File: src/common/adc_seq_pkg.sv
// Package: constants, types and carriers for the ADC sample sequencer
package adc_seq_pkg;

  // ****************************************************************
  // Geometry
  // ****************************************************************
  localparam int unsigned NUM_SEQ    = 4;
  localparam int unsigned MAX_STEPS  = 8;
  localparam int unsigned STEP_W     = 3;
  localparam int unsigned CNT_W      = 4;
  localparam int unsigned SAMPLE_W   = 10;
  localparam int unsigned CHAN_W     = 3;
  localparam int unsigned FIFO_DEPTH = 8;
  localparam int unsigned ACC_W      = SAMPLE_W + 6;

  // Steps available to each sequence
  localparam logic [CNT_W-1:0] SEQ0_STEPS = 4'h8;
  localparam logic [CNT_W-1:0] SEQ1_STEPS = 4'h4;
  localparam logic [CNT_W-1:0] SEQ2_STEPS = 4'h4;
  localparam logic [CNT_W-1:0] SEQ3_STEPS = 4'h1;

  // ****************************************************************
  // Channel selection: six external inputs and the temperature sensor
  // ****************************************************************
  localparam logic [CHAN_W-1:0] CHAN_LAST_EXT = 3'h5;
  localparam logic [CHAN_W-1:0] CHAN_TEMP     = 3'h6;

  // ****************************************************************
  // Trigger sources and averaging codes
  // ****************************************************************
  typedef enum logic [1:0] {
    TRIG_PROCESSOR,
    TRIG_EXTERNAL,
    TRIG_TIMER,
    TRIG_ALWAYS
  } trig_src_e;

  // Averaging factor is log2 of the ratio; zero disables averaging
  localparam logic [2:0] AVG_OFF = 3'h0;
  localparam logic [2:0] AVG_MAX = 3'h6;

  // ****************************************************************
  // Carriers
  // ****************************************************************
  typedef struct packed {
    logic              en;
    trig_src_e         trig;
    logic [1:0]        prio;
    logic [CNT_W-1:0]  nsteps;
  } seq_cfg_s;

  typedef struct packed {
    logic [CHAN_W-1:0] chan;
    logic              irq_en;
  } step_cfg_s;

  typedef struct packed {
    logic                valid;
    logic [1:0]          seq;
    logic [SAMPLE_W-1:0] data;
  } result_s;

endpackage

File: src/design/adc_sample_sequencer.sv
// Design: four-sequence ADC sample sequencer with averager and FIFOs
`timescale 1ns/100ps

// Function
// - Four sequencers holding eight, four, four and one step.
// - Six analog inputs plus the temperature sensor, chosen per step.
// - Each step selects its own channel independently, any order or repeat.
// - Highest priority pending sequence goes first; others may starve.
// - Averager offers 2x to 64x over consecutive same-input readings.
// - Averaging factor zero delivers each conversion unaveraged.
// - Averaging is global and each FIFO entry is one averaged reading.
// - Throughput drops by the averaging ratio.
// - Clearing one sequence's interrupt leaves other flags untouched.
// - Enabling an interrupt first discards its pending flag.
// - Disabling an interrupt stops that sequence driving the output.
// - Raw and masked flags exposed; masked is raw AND enable.
// - Software trigger starts a sequence only if its source is processor.
// - Two-bit priority, zero highest; software keeps values unique.
// - Overflow flag set when a trigger arrives before FIFO was read, except for always-trigger sequences.
// - Always-trigger sequence re-runs whenever nothing higher is pending.
module adc_sample_sequencer (
  // Clock and reset
  input  wire logic                         clk_i,
  input  wire logic                         rst_n_i,
  // Configuration
  input  wire adc_seq_pkg::seq_cfg_s [3:0]  seq_cfg_i,
  input  wire adc_seq_pkg::step_cfg_s [7:0] step_cfg_i [4],
  input  wire logic [2:0]                   averaging_factor_i,
  // Triggers
  input  wire logic [3:0]                   proc_trig_i,
  input  wire logic                         ext_trig_i,
  input  wire logic                         timer_trig_i,
  // Interrupt control, one-cycle pulses per sequence, plus level masked status select
  input  wire logic [3:0]                   int_enable_i,
  input  wire logic [3:0]                   int_disable_i,
  input  wire logic [3:0]                   int_clear_i,
  input  wire logic                         masked_status_select_i,
  input  wire logic [3:0]                   ovf_clear_i,
  // FIFO readout
  input  wire logic [3:0]                   fifo_pop_i,
  // Converter core
  output logic                              conv_start_o,
  output logic [2:0]                        conv_chan_o,
  input  wire logic                         conv_done_i,
  input  wire logic [9:0]                   conv_data_i,
  // Status
  output logic [3:0]                        int_status_o,
  output logic                              int_o,
  output logic [3:0]                        overflow_o,
  output logic [3:0]                        fifo_empty_o,
  output adc_seq_pkg::result_s [3:0]        fifo_head_o,
  output logic [3:0]                        busy_o
);

  // ****************************************************************
  // Local types and state
  // ****************************************************************
  typedef enum logic [1:0] {
    ST_IDLE,
    ST_START,
    ST_WAIT
  } state_e;
  localparam logic [adc_seq_pkg::CNT_W-1:0] SEQ_STEPS [4] = '{
    adc_seq_pkg::SEQ0_STEPS, adc_seq_pkg::SEQ1_STEPS,
    adc_seq_pkg::SEQ2_STEPS, adc_seq_pkg::SEQ3_STEPS};
  state_e                                state_r;
  logic [3:0]                            pend_r;
  logic [1:0]                            cur_seq_r;
  logic [adc_seq_pkg::STEP_W-1:0]        step_r;
  logic [6:0]                            avg_cnt_r;
  logic [adc_seq_pkg::ACC_W-1:0]         acc_r;
  logic [3:0]                            raw_int_r;
  logic [3:0]                            int_en_r;
  logic [3:0]                            ovf_r;
  logic [3:0]                            busy_r;
  // FIFO storage per sequence
  logic [adc_seq_pkg::SAMPLE_W-1:0] mem_r [4][adc_seq_pkg::FIFO_DEPTH];
  logic [2:0]                            wptr_r [4];
  logic [2:0]                            rptr_r [4];
  logic [adc_seq_pkg::CNT_W-1:0]         cnt_r  [4];

  // ****************************************************************
  // Trigger qualification
  // ****************************************************************
  logic [3:0] trig;
  logic [3:0] sel;
  logic       any_sel;
  logic [1:0] sel_idx;
  always_comb begin
    for (int i = 0; i < 4; i++) begin
      case (seq_cfg_i[i].trig)
        adc_seq_pkg::TRIG_PROCESSOR: trig[i] = proc_trig_i[i];
        adc_seq_pkg::TRIG_EXTERNAL:  trig[i] = ext_trig_i;
        adc_seq_pkg::TRIG_TIMER:     trig[i] = timer_trig_i;
        adc_seq_pkg::TRIG_ALWAYS:    trig[i] = 1'b1;
        default:                     trig[i] = 1'b0;
      endcase
      trig[i] = trig[i] & seq_cfg_i[i].en;
    end
  end

  always_comb begin
    any_sel = 1'b0;
    sel_idx = 2'h0;
    for (int p = 0; p < 4; p++) begin
      for (int i = 0; i < 4; i++) begin
        if (!any_sel && pend_r[i] && seq_cfg_i[i].prio == p[1:0]) begin
          any_sel = 1'b1;
          sel_idx = i[1:0];
        end
      end
    end
    sel = any_sel ? 4'(4'h1 << sel_idx) : 4'h0;
  end

  // ****************************************************************
  // Conversion sequencing and averaging
  // ****************************************************************
  logic [6:0]  avg_target;
  logic        avg_last;
  logic        step_last;
  logic [adc_seq_pkg::ACC_W-1:0] acc_sum;
  logic [adc_seq_pkg::SAMPLE_W-1:0] avg_val;
  logic        push;
  logic [adc_seq_pkg::CNT_W-1:0] nsteps;
  adc_seq_pkg::step_cfg_s cur_step;
  logic [2:0]  avg_shift;
  always_comb begin
    // Factors above the largest supported are clamped to it
    avg_shift  = (averaging_factor_i > adc_seq_pkg::AVG_MAX) ?
                 adc_seq_pkg::AVG_MAX : averaging_factor_i;
    avg_target = 7'(7'h1 << avg_shift);
    nsteps = seq_cfg_i[cur_seq_r].nsteps;
    if (nsteps > SEQ_STEPS[cur_seq_r] || nsteps == '0) begin
      nsteps = SEQ_STEPS[cur_seq_r];
    end
    cur_step  = step_cfg_i[cur_seq_r][step_r];
    avg_last  = (avg_cnt_r + 7'h1) == avg_target;
    step_last = ({1'b0, step_r} + 4'h1) == nsteps;
    acc_sum   = acc_r + adc_seq_pkg::ACC_W'(conv_data_i);
    // factor zero gives shift of zero
    avg_val   = adc_seq_pkg::SAMPLE_W'(acc_sum >> avg_shift);
    push      = state_r == ST_WAIT && conv_done_i && avg_last;
  end

  always_ff @(posedge clk_i or negedge rst_n_i) begin
    if (!rst_n_i) begin
      state_r      <= ST_IDLE;
      cur_seq_r    <= 2'h0;
      step_r       <= '0;
      avg_cnt_r    <= 7'h0;
      acc_r        <= '0;
      conv_start_o <= 1'b0;
      conv_chan_o  <= 3'h0;
    end else begin
      conv_start_o <= 1'b0;
      case (state_r)
        ST_IDLE: begin
          if (any_sel) begin
            cur_seq_r <= sel_idx;
            step_r    <= '0;
            avg_cnt_r <= 7'h0;
            acc_r     <= '0;
            state_r   <= ST_START;
          end
        end
        ST_START: begin
          conv_chan_o  <= cur_step.chan;
          conv_start_o <= 1'b1;
          state_r      <= ST_WAIT;
        end
        ST_WAIT: begin
          if (conv_done_i) begin
            if (!avg_last) begin
              acc_r     <= acc_sum;
              avg_cnt_r <= avg_cnt_r + 7'h1;
              state_r   <= ST_START;
            end else begin
              acc_r     <= '0;
              avg_cnt_r <= 7'h0;
              if (step_last) begin
                state_r <= ST_IDLE;
              end else begin
                step_r  <= step_r + 3'h1;
                state_r <= ST_START;
              end
            end
          end
        end
        default: state_r <= ST_IDLE;
      endcase
    end
  end

  // Pending and busy flags; a trigger at dispatch is absorbed by that run
  always_ff @(posedge clk_i or negedge rst_n_i) begin
    if (!rst_n_i) begin
      pend_r <= 4'h0;
      busy_r <= 4'h0;
    end else begin
      for (int i = 0; i < 4; i++) begin
        if (state_r == ST_IDLE && sel[i]) begin
          busy_r[i] <= 1'b1;
        end else if (push && step_last && cur_seq_r == i[1:0]) begin
          busy_r[i] <= 1'b0;
        end
        if (trig[i] && !(busy_r[i] || (state_r == ST_IDLE && sel[i]))) begin
          pend_r[i] <= 1'b1;
        end else if (state_r == ST_IDLE && sel[i]) begin
          pend_r[i] <= 1'b0;
        end
      end
    end
  end

  // ****************************************************************
  // Result FIFOs
  // ****************************************************************
  // Pushes into a full FIFO are dropped so the head is never overwritten
  logic [3:0] fifo_wr;
  logic [3:0] fifo_rd;
  always_comb begin
    for (int i = 0; i < 4; i++) begin
      fifo_wr[i] = push && cur_seq_r == i[1:0] &&
                   cnt_r[i] != adc_seq_pkg::CNT_W'(adc_seq_pkg::FIFO_DEPTH);
      fifo_rd[i] = fifo_pop_i[i] && cnt_r[i] != '0;
    end
  end
  // one averaged entry per step, depth eight
  always_ff @(posedge clk_i or negedge rst_n_i) begin
    if (!rst_n_i) begin
      wptr_r <= '{default: 3'h0};
      rptr_r <= '{default: 3'h0};
      cnt_r  <= '{default: 4'h0};
    end else begin
      for (int i = 0; i < 4; i++) begin
        if (fifo_wr[i]) begin
          wptr_r[i] <= wptr_r[i] + 3'h1;
        end
        if (fifo_rd[i]) begin
          rptr_r[i] <= rptr_r[i] + 3'h1;
        end
        cnt_r[i] <= cnt_r[i] + adc_seq_pkg::CNT_W'(fifo_wr[i]) -
                    adc_seq_pkg::CNT_W'(fifo_rd[i]);
      end
    end
  end

  always_ff @(posedge clk_i) begin
    if (fifo_wr[cur_seq_r]) begin
      mem_r[cur_seq_r][wptr_r[cur_seq_r]] <= avg_val;
    end
  end

  always_ff @(posedge clk_i or negedge rst_n_i) begin
    if (!rst_n_i) begin
      fifo_head_o  <= '0;
      fifo_empty_o <= 4'hf;
    end else begin
      for (int i = 0; i < 4; i++) begin
        fifo_empty_o[i]      <= cnt_r[i] == '0;
        fifo_head_o[i].valid <= cnt_r[i] != '0;
        fifo_head_o[i].seq   <= i[1:0];
        fifo_head_o[i].data  <= mem_r[i][rptr_r[i]];
      end
    end
  end

  // ****************************************************************
  // Interrupts and overflow
  // ****************************************************************
  logic [3:0] step_int;
  assign step_int = (push && (cur_step.irq_en || step_last)) ?
                    4'(4'h1 << cur_seq_r) : 4'h0;

  always_ff @(posedge clk_i or negedge rst_n_i) begin
    if (!rst_n_i) begin
      raw_int_r <= 4'h0;
      int_en_r  <= 4'h0;
    end else begin
      for (int i = 0; i < 4; i++) begin
        if (step_int[i]) begin
          raw_int_r[i] <= 1'b1;
        end else if (int_clear_i[i] || int_enable_i[i]) begin
          raw_int_r[i] <= 1'b0;
        end
        if (int_disable_i[i]) begin
          int_en_r[i] <= 1'b0;
        end else if (int_enable_i[i]) begin
          int_en_r[i] <= 1'b1;
        end
      end
    end
  end

  // overflow when retriggered with unread data, except for always-trigger sequences
  always_ff @(posedge clk_i or negedge rst_n_i) begin
    if (!rst_n_i) begin
      ovf_r <= 4'h0;
    end else begin
      for (int i = 0; i < 4; i++) begin
        if (trig[i] && cnt_r[i] != '0 &&
            seq_cfg_i[i].trig != adc_seq_pkg::TRIG_ALWAYS) begin
          ovf_r[i] <= 1'b1;
        end else if (ovf_clear_i[i]) begin
          ovf_r[i] <= 1'b0;
        end
      end
    end
  end

  always_ff @(posedge clk_i or negedge rst_n_i) begin
    if (!rst_n_i) begin
      int_status_o <= 4'h0;
      int_o        <= 1'b0;
      overflow_o   <= 4'h0;
      busy_o       <= 4'h0;
    end else begin
      int_status_o <= masked_status_select_i ? (raw_int_r & int_en_r)
                                             : raw_int_r;
      int_o        <= |(raw_int_r & int_en_r);
      overflow_o   <= ovf_r;
      busy_o       <= busy_r;
    end
  end

endmodule

File: config.mk
export PLATFORM = sky130hd
export DESIGN_NAME = adc_sample_sequencer
export DESIGN_NICKNAME = d
export VERILOG_FILES = /design/src/common/adc_seq_pkg.sv /design/src/design/adc_sample_sequencer.sv
export SDC_FILE = /design/constraint.sdc
export NUM_CORES = 1
export LEC_CHECK = 0
export BUFFER_PORTS_ARGS = -buffer_cell sky130_fd_sc_hd__buf_2
export CAP_MARGIN = 20
export CORE_MARGIN = 2
export CORE_UTILIZATION = 41
export CTS_CLUSTER_DIAMETER = 80
export DETAILED_ROUTE_END_ITERATION = 10
export GPL_TIMING_DRIVEN = 0
export MAX_ROUTING_LAYER = met4
export PLACE_DENSITY_LB_ADDON = 0.05
export RECOVER_POWER = 50
export SYNTH_ARGS = -nofsm -noshare
export SYNTH_HDL_FRONTEND = slang
export SYNTH_SLANG_ARGS = --single-unit
File: constraint.sdc
create_clock -name clk_i -period 5.08 [get_ports clk_i]
set_input_delay 0.762 -clock clk_i [delete_from_list [all_inputs] [get_ports clk_i]]
set_output_delay 0.762 -clock clk_i [all_outputs]
set_load 0.05 [all_outputs]
* After elaboration in Yosys (flattened, before gate mapping) *
Memories as Yosys holds them, arrays and structs flattened.
Cells that the tools add are included.

storage, ports and cells
  input port bits = 207
  register bits = 157
  memories = 1
  bits in read-only memories = 0
  output and inout port bits = 73
  word-level logic and storage cells = 416
  bits in latches = 0
  memory bits (writable) = 320

memories
  memory  depth  width  rd ports  clocked after memory_dff  write ports  line                        RTL
  mem_r   4      80     4         0                         1            adc_sample_sequencer.sv:77  logic [adc_seq_pkg::SAMPLE_W-1:0] mem_r [4][adc_seq_pkg::FIFO_DEPTH];

cells by class
  reduce and logical (&&, ||, !) cells = 142
  add/sub/neg operators = 20
  equality and inequality tests = 43
  multiply operators = 0
  div/mod/pow operators = 0
  bitwise operators = 11
  multiplexer cells = 130
  magnitude comparators = 11
  shift operators = 4

operators with widths
  operator             count
  $bmux 10 s3          4
  $mux 10              9
  $mux 80              1
  $logic_and 1x1->1    68
  $bmux 32 s2          1
  $mux 32              2
  $mux 1               62
  $mux 16              3
  $reduce_bool 2->1    21
  $eq 2x2->1 const B   19
  $mux 2               16
  $mux 4               8
  $pmux 16 s2          1
  $demux 10 s3         1
  $add 3x1->3 const B  9
  $mux 3               7
  $mux 7               3
  $eq 2x1->1 const B   10
  $ge 4x4->1 const B   5
  $logic_not 2->1      10
  $logic_not 4->1      5
  $not 3->4            5
  $logic_not 1->1      19
  $bmux 9 s2           1
  other kinds (35)     71

* Logic depth before layout (Yosys ltp) *
  word-level depth = 70
  mapped depth = 16

* Worst setup path before layout *
No wires, ideal clock.

  path type = input port to flip-flop
  from = input conv_data_i[0]
  to = memory mem_r[0][15] (netlist name) (data pin)
  slack = 0.928 ns
  library setup time = 0.385 ns
  arrival time = 3.768 ns
  stages = 12
  cells stage by stage = ha_1 -> inv_1 -> fa_1 -> nor2b_1 -> o21a_1 -> o21ai_0 -> a21oi_1 -> a31oi_1 -> or4_1 -> o31ai_1 -> o32ai_1 -> mux2i_1

on the way
  word-level cells in the longest chain between the ends = 2

RTL lines
  what                   line                         RTL
  start, declared        adc_sample_sequencer.sv:45   input wire logic [9:0] conv_data_i,
  $add 16x10->16         adc_sample_sequencer.sv:140  acc_sum = acc_r + adc_seq_pkg::ACC_W'(conv_data_i);
  $shr 16x3->10          adc_sample_sequencer.sv:142  avg_val = adc_seq_pkg::SAMPLE_W'(acc_sum >> avg_shift);
  via avg_val (one bit)  adc_sample_sequencer.sv:123  logic [adc_seq_pkg::SAMPLE_W-1:0] avg_val;
  end, declared          adc_sample_sequencer.sv:77

The timed path passes the listed nets, and every way through them passes these cells.

* Worst setup path after layout *
  from = register cur_seq_r[1]
  to = memory mem_r[1][36] (netlist name) (enable)

on the way
  word-level cells in the longest chain between the ends = 10
  elaborated cells on any way between the ends = 26
  classes of those cells = 2 x order compare; 3 x eq/ne; 9 x mux; 2 x bitwise; 10 x reduce/logical

RTL lines
  what                                                            line                         RTL
  start, declared                                                 adc_sample_sequencer.sv:68   logic [1:0] cur_seq_r;
  start signal, assigned                                          adc_sample_sequencer.sv:160  cur_seq_r <= sel_idx;
  $not 2->3 (not written as such)                                 adc_sample_sequencer.sv:251  mem_r[cur_seq_r][wptr_r[cur_seq_r]] <= avg_val;
  $bmux 3 s2                                                      adc_sample_sequencer.sv:251
  $mux 3 (not written as such) (2 in series)                      adc_sample_sequencer.sv:251
  $not 3->4 (not written as such)                                 adc_sample_sequencer.sv:251
  $ge 4x4->1 (not written as such) or $lt 4x1->1 (tied branches)  adc_sample_sequencer.sv:251
  $logic_and 1x1->1 (not written as such)                         adc_sample_sequencer.sv:251
  $mux 10 (not written as such)                                   adc_sample_sequencer.sv:251
  $demux 10 s3                                                    adc_sample_sequencer.sv:251
  $mux 80 (not written as such)                                   adc_sample_sequencer.sv:251

Several ways; a longest one is shown, not always the timed one. The select of a mux whose other input is x is not followed.

==> results.sh <==
export IMPL_worstSkewPairLatency_ps=590
export IMPL_clk_pin_slew_ps=60
export IMPL_timing_final_crit_share_pct=93.7
export IMPL_hpwl_um=39000
export IMPL_wl_per_cell_um=22.5
export IMPL_worstPathCellList="clkbuf_1, clkbuf_1, clkbuf_2, clkbuf_2, mux2_2, o21ai_0, nand2_1, nor2_2"
export IMPL_initial_core_util_pct=41.4
export IMPL_cts_sinks=476
export IMPL_final_max_slew_viol_count=117
export IMPL_cp_end_kind="register"
export IMPL_max_stage_delay_ps=760
export IMPL_relSlewSlack_pct=-188
export IMPL_timing_fmax_ghz=0.210
export IMPL_die_w_um=232
export IMPL_synth_distinct_cells=72
export IMPL_cts_tree="done"
export IMPL_finalSetupViolations=0
export IMPL_ir_worst_vdd_uv=280
export IMPL_async_flop_share_pct=32.8
export IMPL_synth_warnings=0
export IMPL_worst_path_buf_inv=4
export IMPL_syn_cell_area_um2=21200
export IMPL_ios=280
export IMPL_violations="capacitance limit, slew limit"
export IMPL_grt_max_degree=92
export IMPL_die_h_um=232
export IMPL_drt_first_pass_iters=4
export IMPL_hp_class="in -> reg"
export IMPL_synth_edf_count=320
export IMPL_grt_first_pass_wirelength_um=81700
export IMPL_start_kind="register"
export IMPL_num_vias=12700
export IMPL_p_switching_mw=5.31
export IMPL_floorplan_rows=83
export IMPL_tightestPinTransition_ps=4310
export IMPL_dpl_cell_area_um2=23800
export IMPL_path_max_fanout=10
export IMPL_drive_above_1_share_pct=30.2
export IMPL_clock_power_share_pct=25.7
export IMPL_cts_root_buffer="clkbuf_16"
export IMPL_crit_slowest_cell="o21ai_0"
export IMPL_max_cap_violations=4
export IMPL_cp_depth=8
export IMPL_status="finished with violations"
export IMPL_hold_viol=0
export IMPL_wl_um=54500
export IMPL_synth_area_leaders="edfxtp_1 (45%), dfrtp_1 (18%), mux4_2 (13%)"
export IMPL_design_core_area_um2=51300
export IMPL_io_buffers=273
export IMPL_crit_type="reg -> reg"
export IMPL_track_usage_pct=21.3
export IMPL_final_nets=1962
export IMPL_p_comb_share_pct=38.6
export IMPL_ys_flop_type="edfxtp_1"
export IMPL_drc_errors=0
export IMPL_crit_required_ps=5290
export IMPL_r2r_cells=8
export IMPL_area_growth_pct=19.5
export IMPL_mostFrequentLayoutCells="edfxtp_1 (320), buf_2 (209), dfrtp_1 (152), clkbuf_1 (128), mux4_2 (123)"
export IMPL_clock_path_buffers=3
export IMPL_swShare_pct=36.8
export IMPL_cts_htree_levels=2
export IMPL_die_area_um2=53600
export IMPL_ys_ff_latch=476
export IMPL_gp_congestion=0.961
export IMPL_final_common_cell="edfxtp_1"
export IMPL_p_leak_nw=9.63
export IMPL_p_seq_share_pct=35.8
export IMPL_avgSynthCellArea_um2=15.7
export IMPL_cp_data_arrival_time_ps=4970
export IMPL_powerDensity_nw_per_um2=570
export IMPL_rsz0062_at_grt="false"
export IMPL_ys_seq_area_share_pct=63.7
export IMPL_viasPerCell=5.23
export IMPL_ant_nets=0
export IMPL_fill_cells=4462
export IMPL_overflow=0
export IMPL_antenna_found_initial=3
export IMPL_whs_path_depth=2
export IMPL_drtIter0Drc=701
export IMPL_fin_crit_ps=4760
export IMPL_fin_util_pct=49.5
export IMPL_grt_pass1_vias=13300
export IMPL_numCtsBuffers=51
export IMPL_postLayoutCellArea_um2=25400
export IMPL_fin_worst_skew_ps=22.5
export IMPL_post_cts_buffers=0
export IMPL_synth_top_area_share_pct=45.3
export IMPL_crit_family="buffers and inverters"
export IMPL_syn_inst=1353
export IMPL_synth_top_area_cell="edfxtp_1"
export IMPL_p_int_mw=9.14
==> path summary, 6_finish.rpt <==
| kind | start | end | slack [ps] |
|---|---|---|---|
| worst max-delay path | cur_seq_r[1] | mem_r[1][36] | 320 |
| worst min-delay path | int_disable_i[2] | int_en_r[2] | 330 |
| worst max register to register | cur_seq_r[1] | mem_r[1][36] | 320 |
| worst min register to register | ovf_r[3] | overflow_o[3] | 370 |
| max in group asynchronous | rst_n_i | conv_chan_o[1] | 920 |
| min in group asynchronous | rst_n_i | fifo_head_o[31] | 1640 |
==> metal layers <==
layer / global-route usage (%) / up-vias / wire length, um
met2: 35.3 / 338 / 27100
met5: - / - / 0
met1: 26.3 / 6371 / 22900
li1: - / 5878 / -
met3: 3.75 / 87 / 2550
met4: 7.61 / 0 / 1940
==> metrics by stage <==
step / power [mW] / cells / hold WS, ps / TNS [ps] / setup slack (ps)
6_report: 14.5 / 2425 / 327 / 0 / 322
5_1_grt: 15.3 / 2424 / 300 / 0 / 2.65
4_1_cts: 14.8 / 2418 / 127 / 0 / 42.1
3_5_place_dp: 11.1 / 2323 / 360 / -69920 / -511
3_3_place_gp: 10.8 / 2309 / 359 / -294390 / -1070
2_1_floorplan: 9.21 / 1356 / 354 / 0 / 928
==> cells in the mapped netlist (all sizes together) (12+ instances only) <==
cell / n
nor2: 93
nand2b: 12
mux4: 126
a21oi: 35
a21o: 14
o21ai: 45
clkbuf: 38
mux2: 53
edfxtp: 320
buf: 25
inv: 64
xor2: 14
o31ai: 12
dfrtp: 152
nand2: 96
nand3: 20
xnor2: 31
mux2i: 20
ha: 51
==> power by group through the flow <==
stage	Clock, mW	Sequential, mW	Combinational [mW]
3_5_place_dp	0	5.24	5.82
3_3_place_gp	0	5.27	5.58
4_1_cts	3.81	5.16	5.85
6_report	3.71	5.17	5.58
5_1_grt	3.96	5.23	6.08
2_1_floorplan	0	5.95	3.26
==> sequential cells by signal, indices dropped and copies added (netlist names), 7 cells and up <==
| name | cells |
|---|---|
| rptr_r | 12 |
| mem_r | 320 |
| fifo_head_o | 45 |
| acc_r | 16 |
| cnt_r | 16 |
| avg_cnt_r | 7 |
| wptr_r | 12 |
==> area by class of cell <==
class                           instances  area [um^2]  share of cell area [%]
Antenna cell                            4         10.0                  0.0394
Timing Repair Buffer                  290         1480                    5.84
Buffer                                 63          282                    1.11
Multi-Input combinational cell        752         7310                    28.8
Tap cell                              680          851                    3.35
Inverter                               65          244                   0.961
Sequential cell                       476        13500                    53.3
Clock buffer                           75         1490                    5.86
Clock inverter                         20          195                   0.769
==> what timing repair did <==
| action | in CTS | in global routing |
|---|---|---|
| gates cloned | 0 | 0 |
| endpoints found under the setup margin | 157 | 55 |
| resized for setup | 17 | 7 |
| pin swaps | 0 | 0 |
| hold buffers | 0 | 0 |
==> cell families (layout without fill, tap and decap cells) <==
family	count (synthesis)	after routing	share of synthesized area, %
buffers and inverters	128	513	2.46
and+or+nand+nor	264	264	5.69
xor gates and xnor gates	45	45	1.86
other	2	9	0.0354
DFF	476	476	63.7
adders and majority gates	56	56	3.48
AOI/OAI and AO/OA	183	183	5.65
muxes	199	199	17.2
No activity file was read; power rests on OpenSTA's default activity.
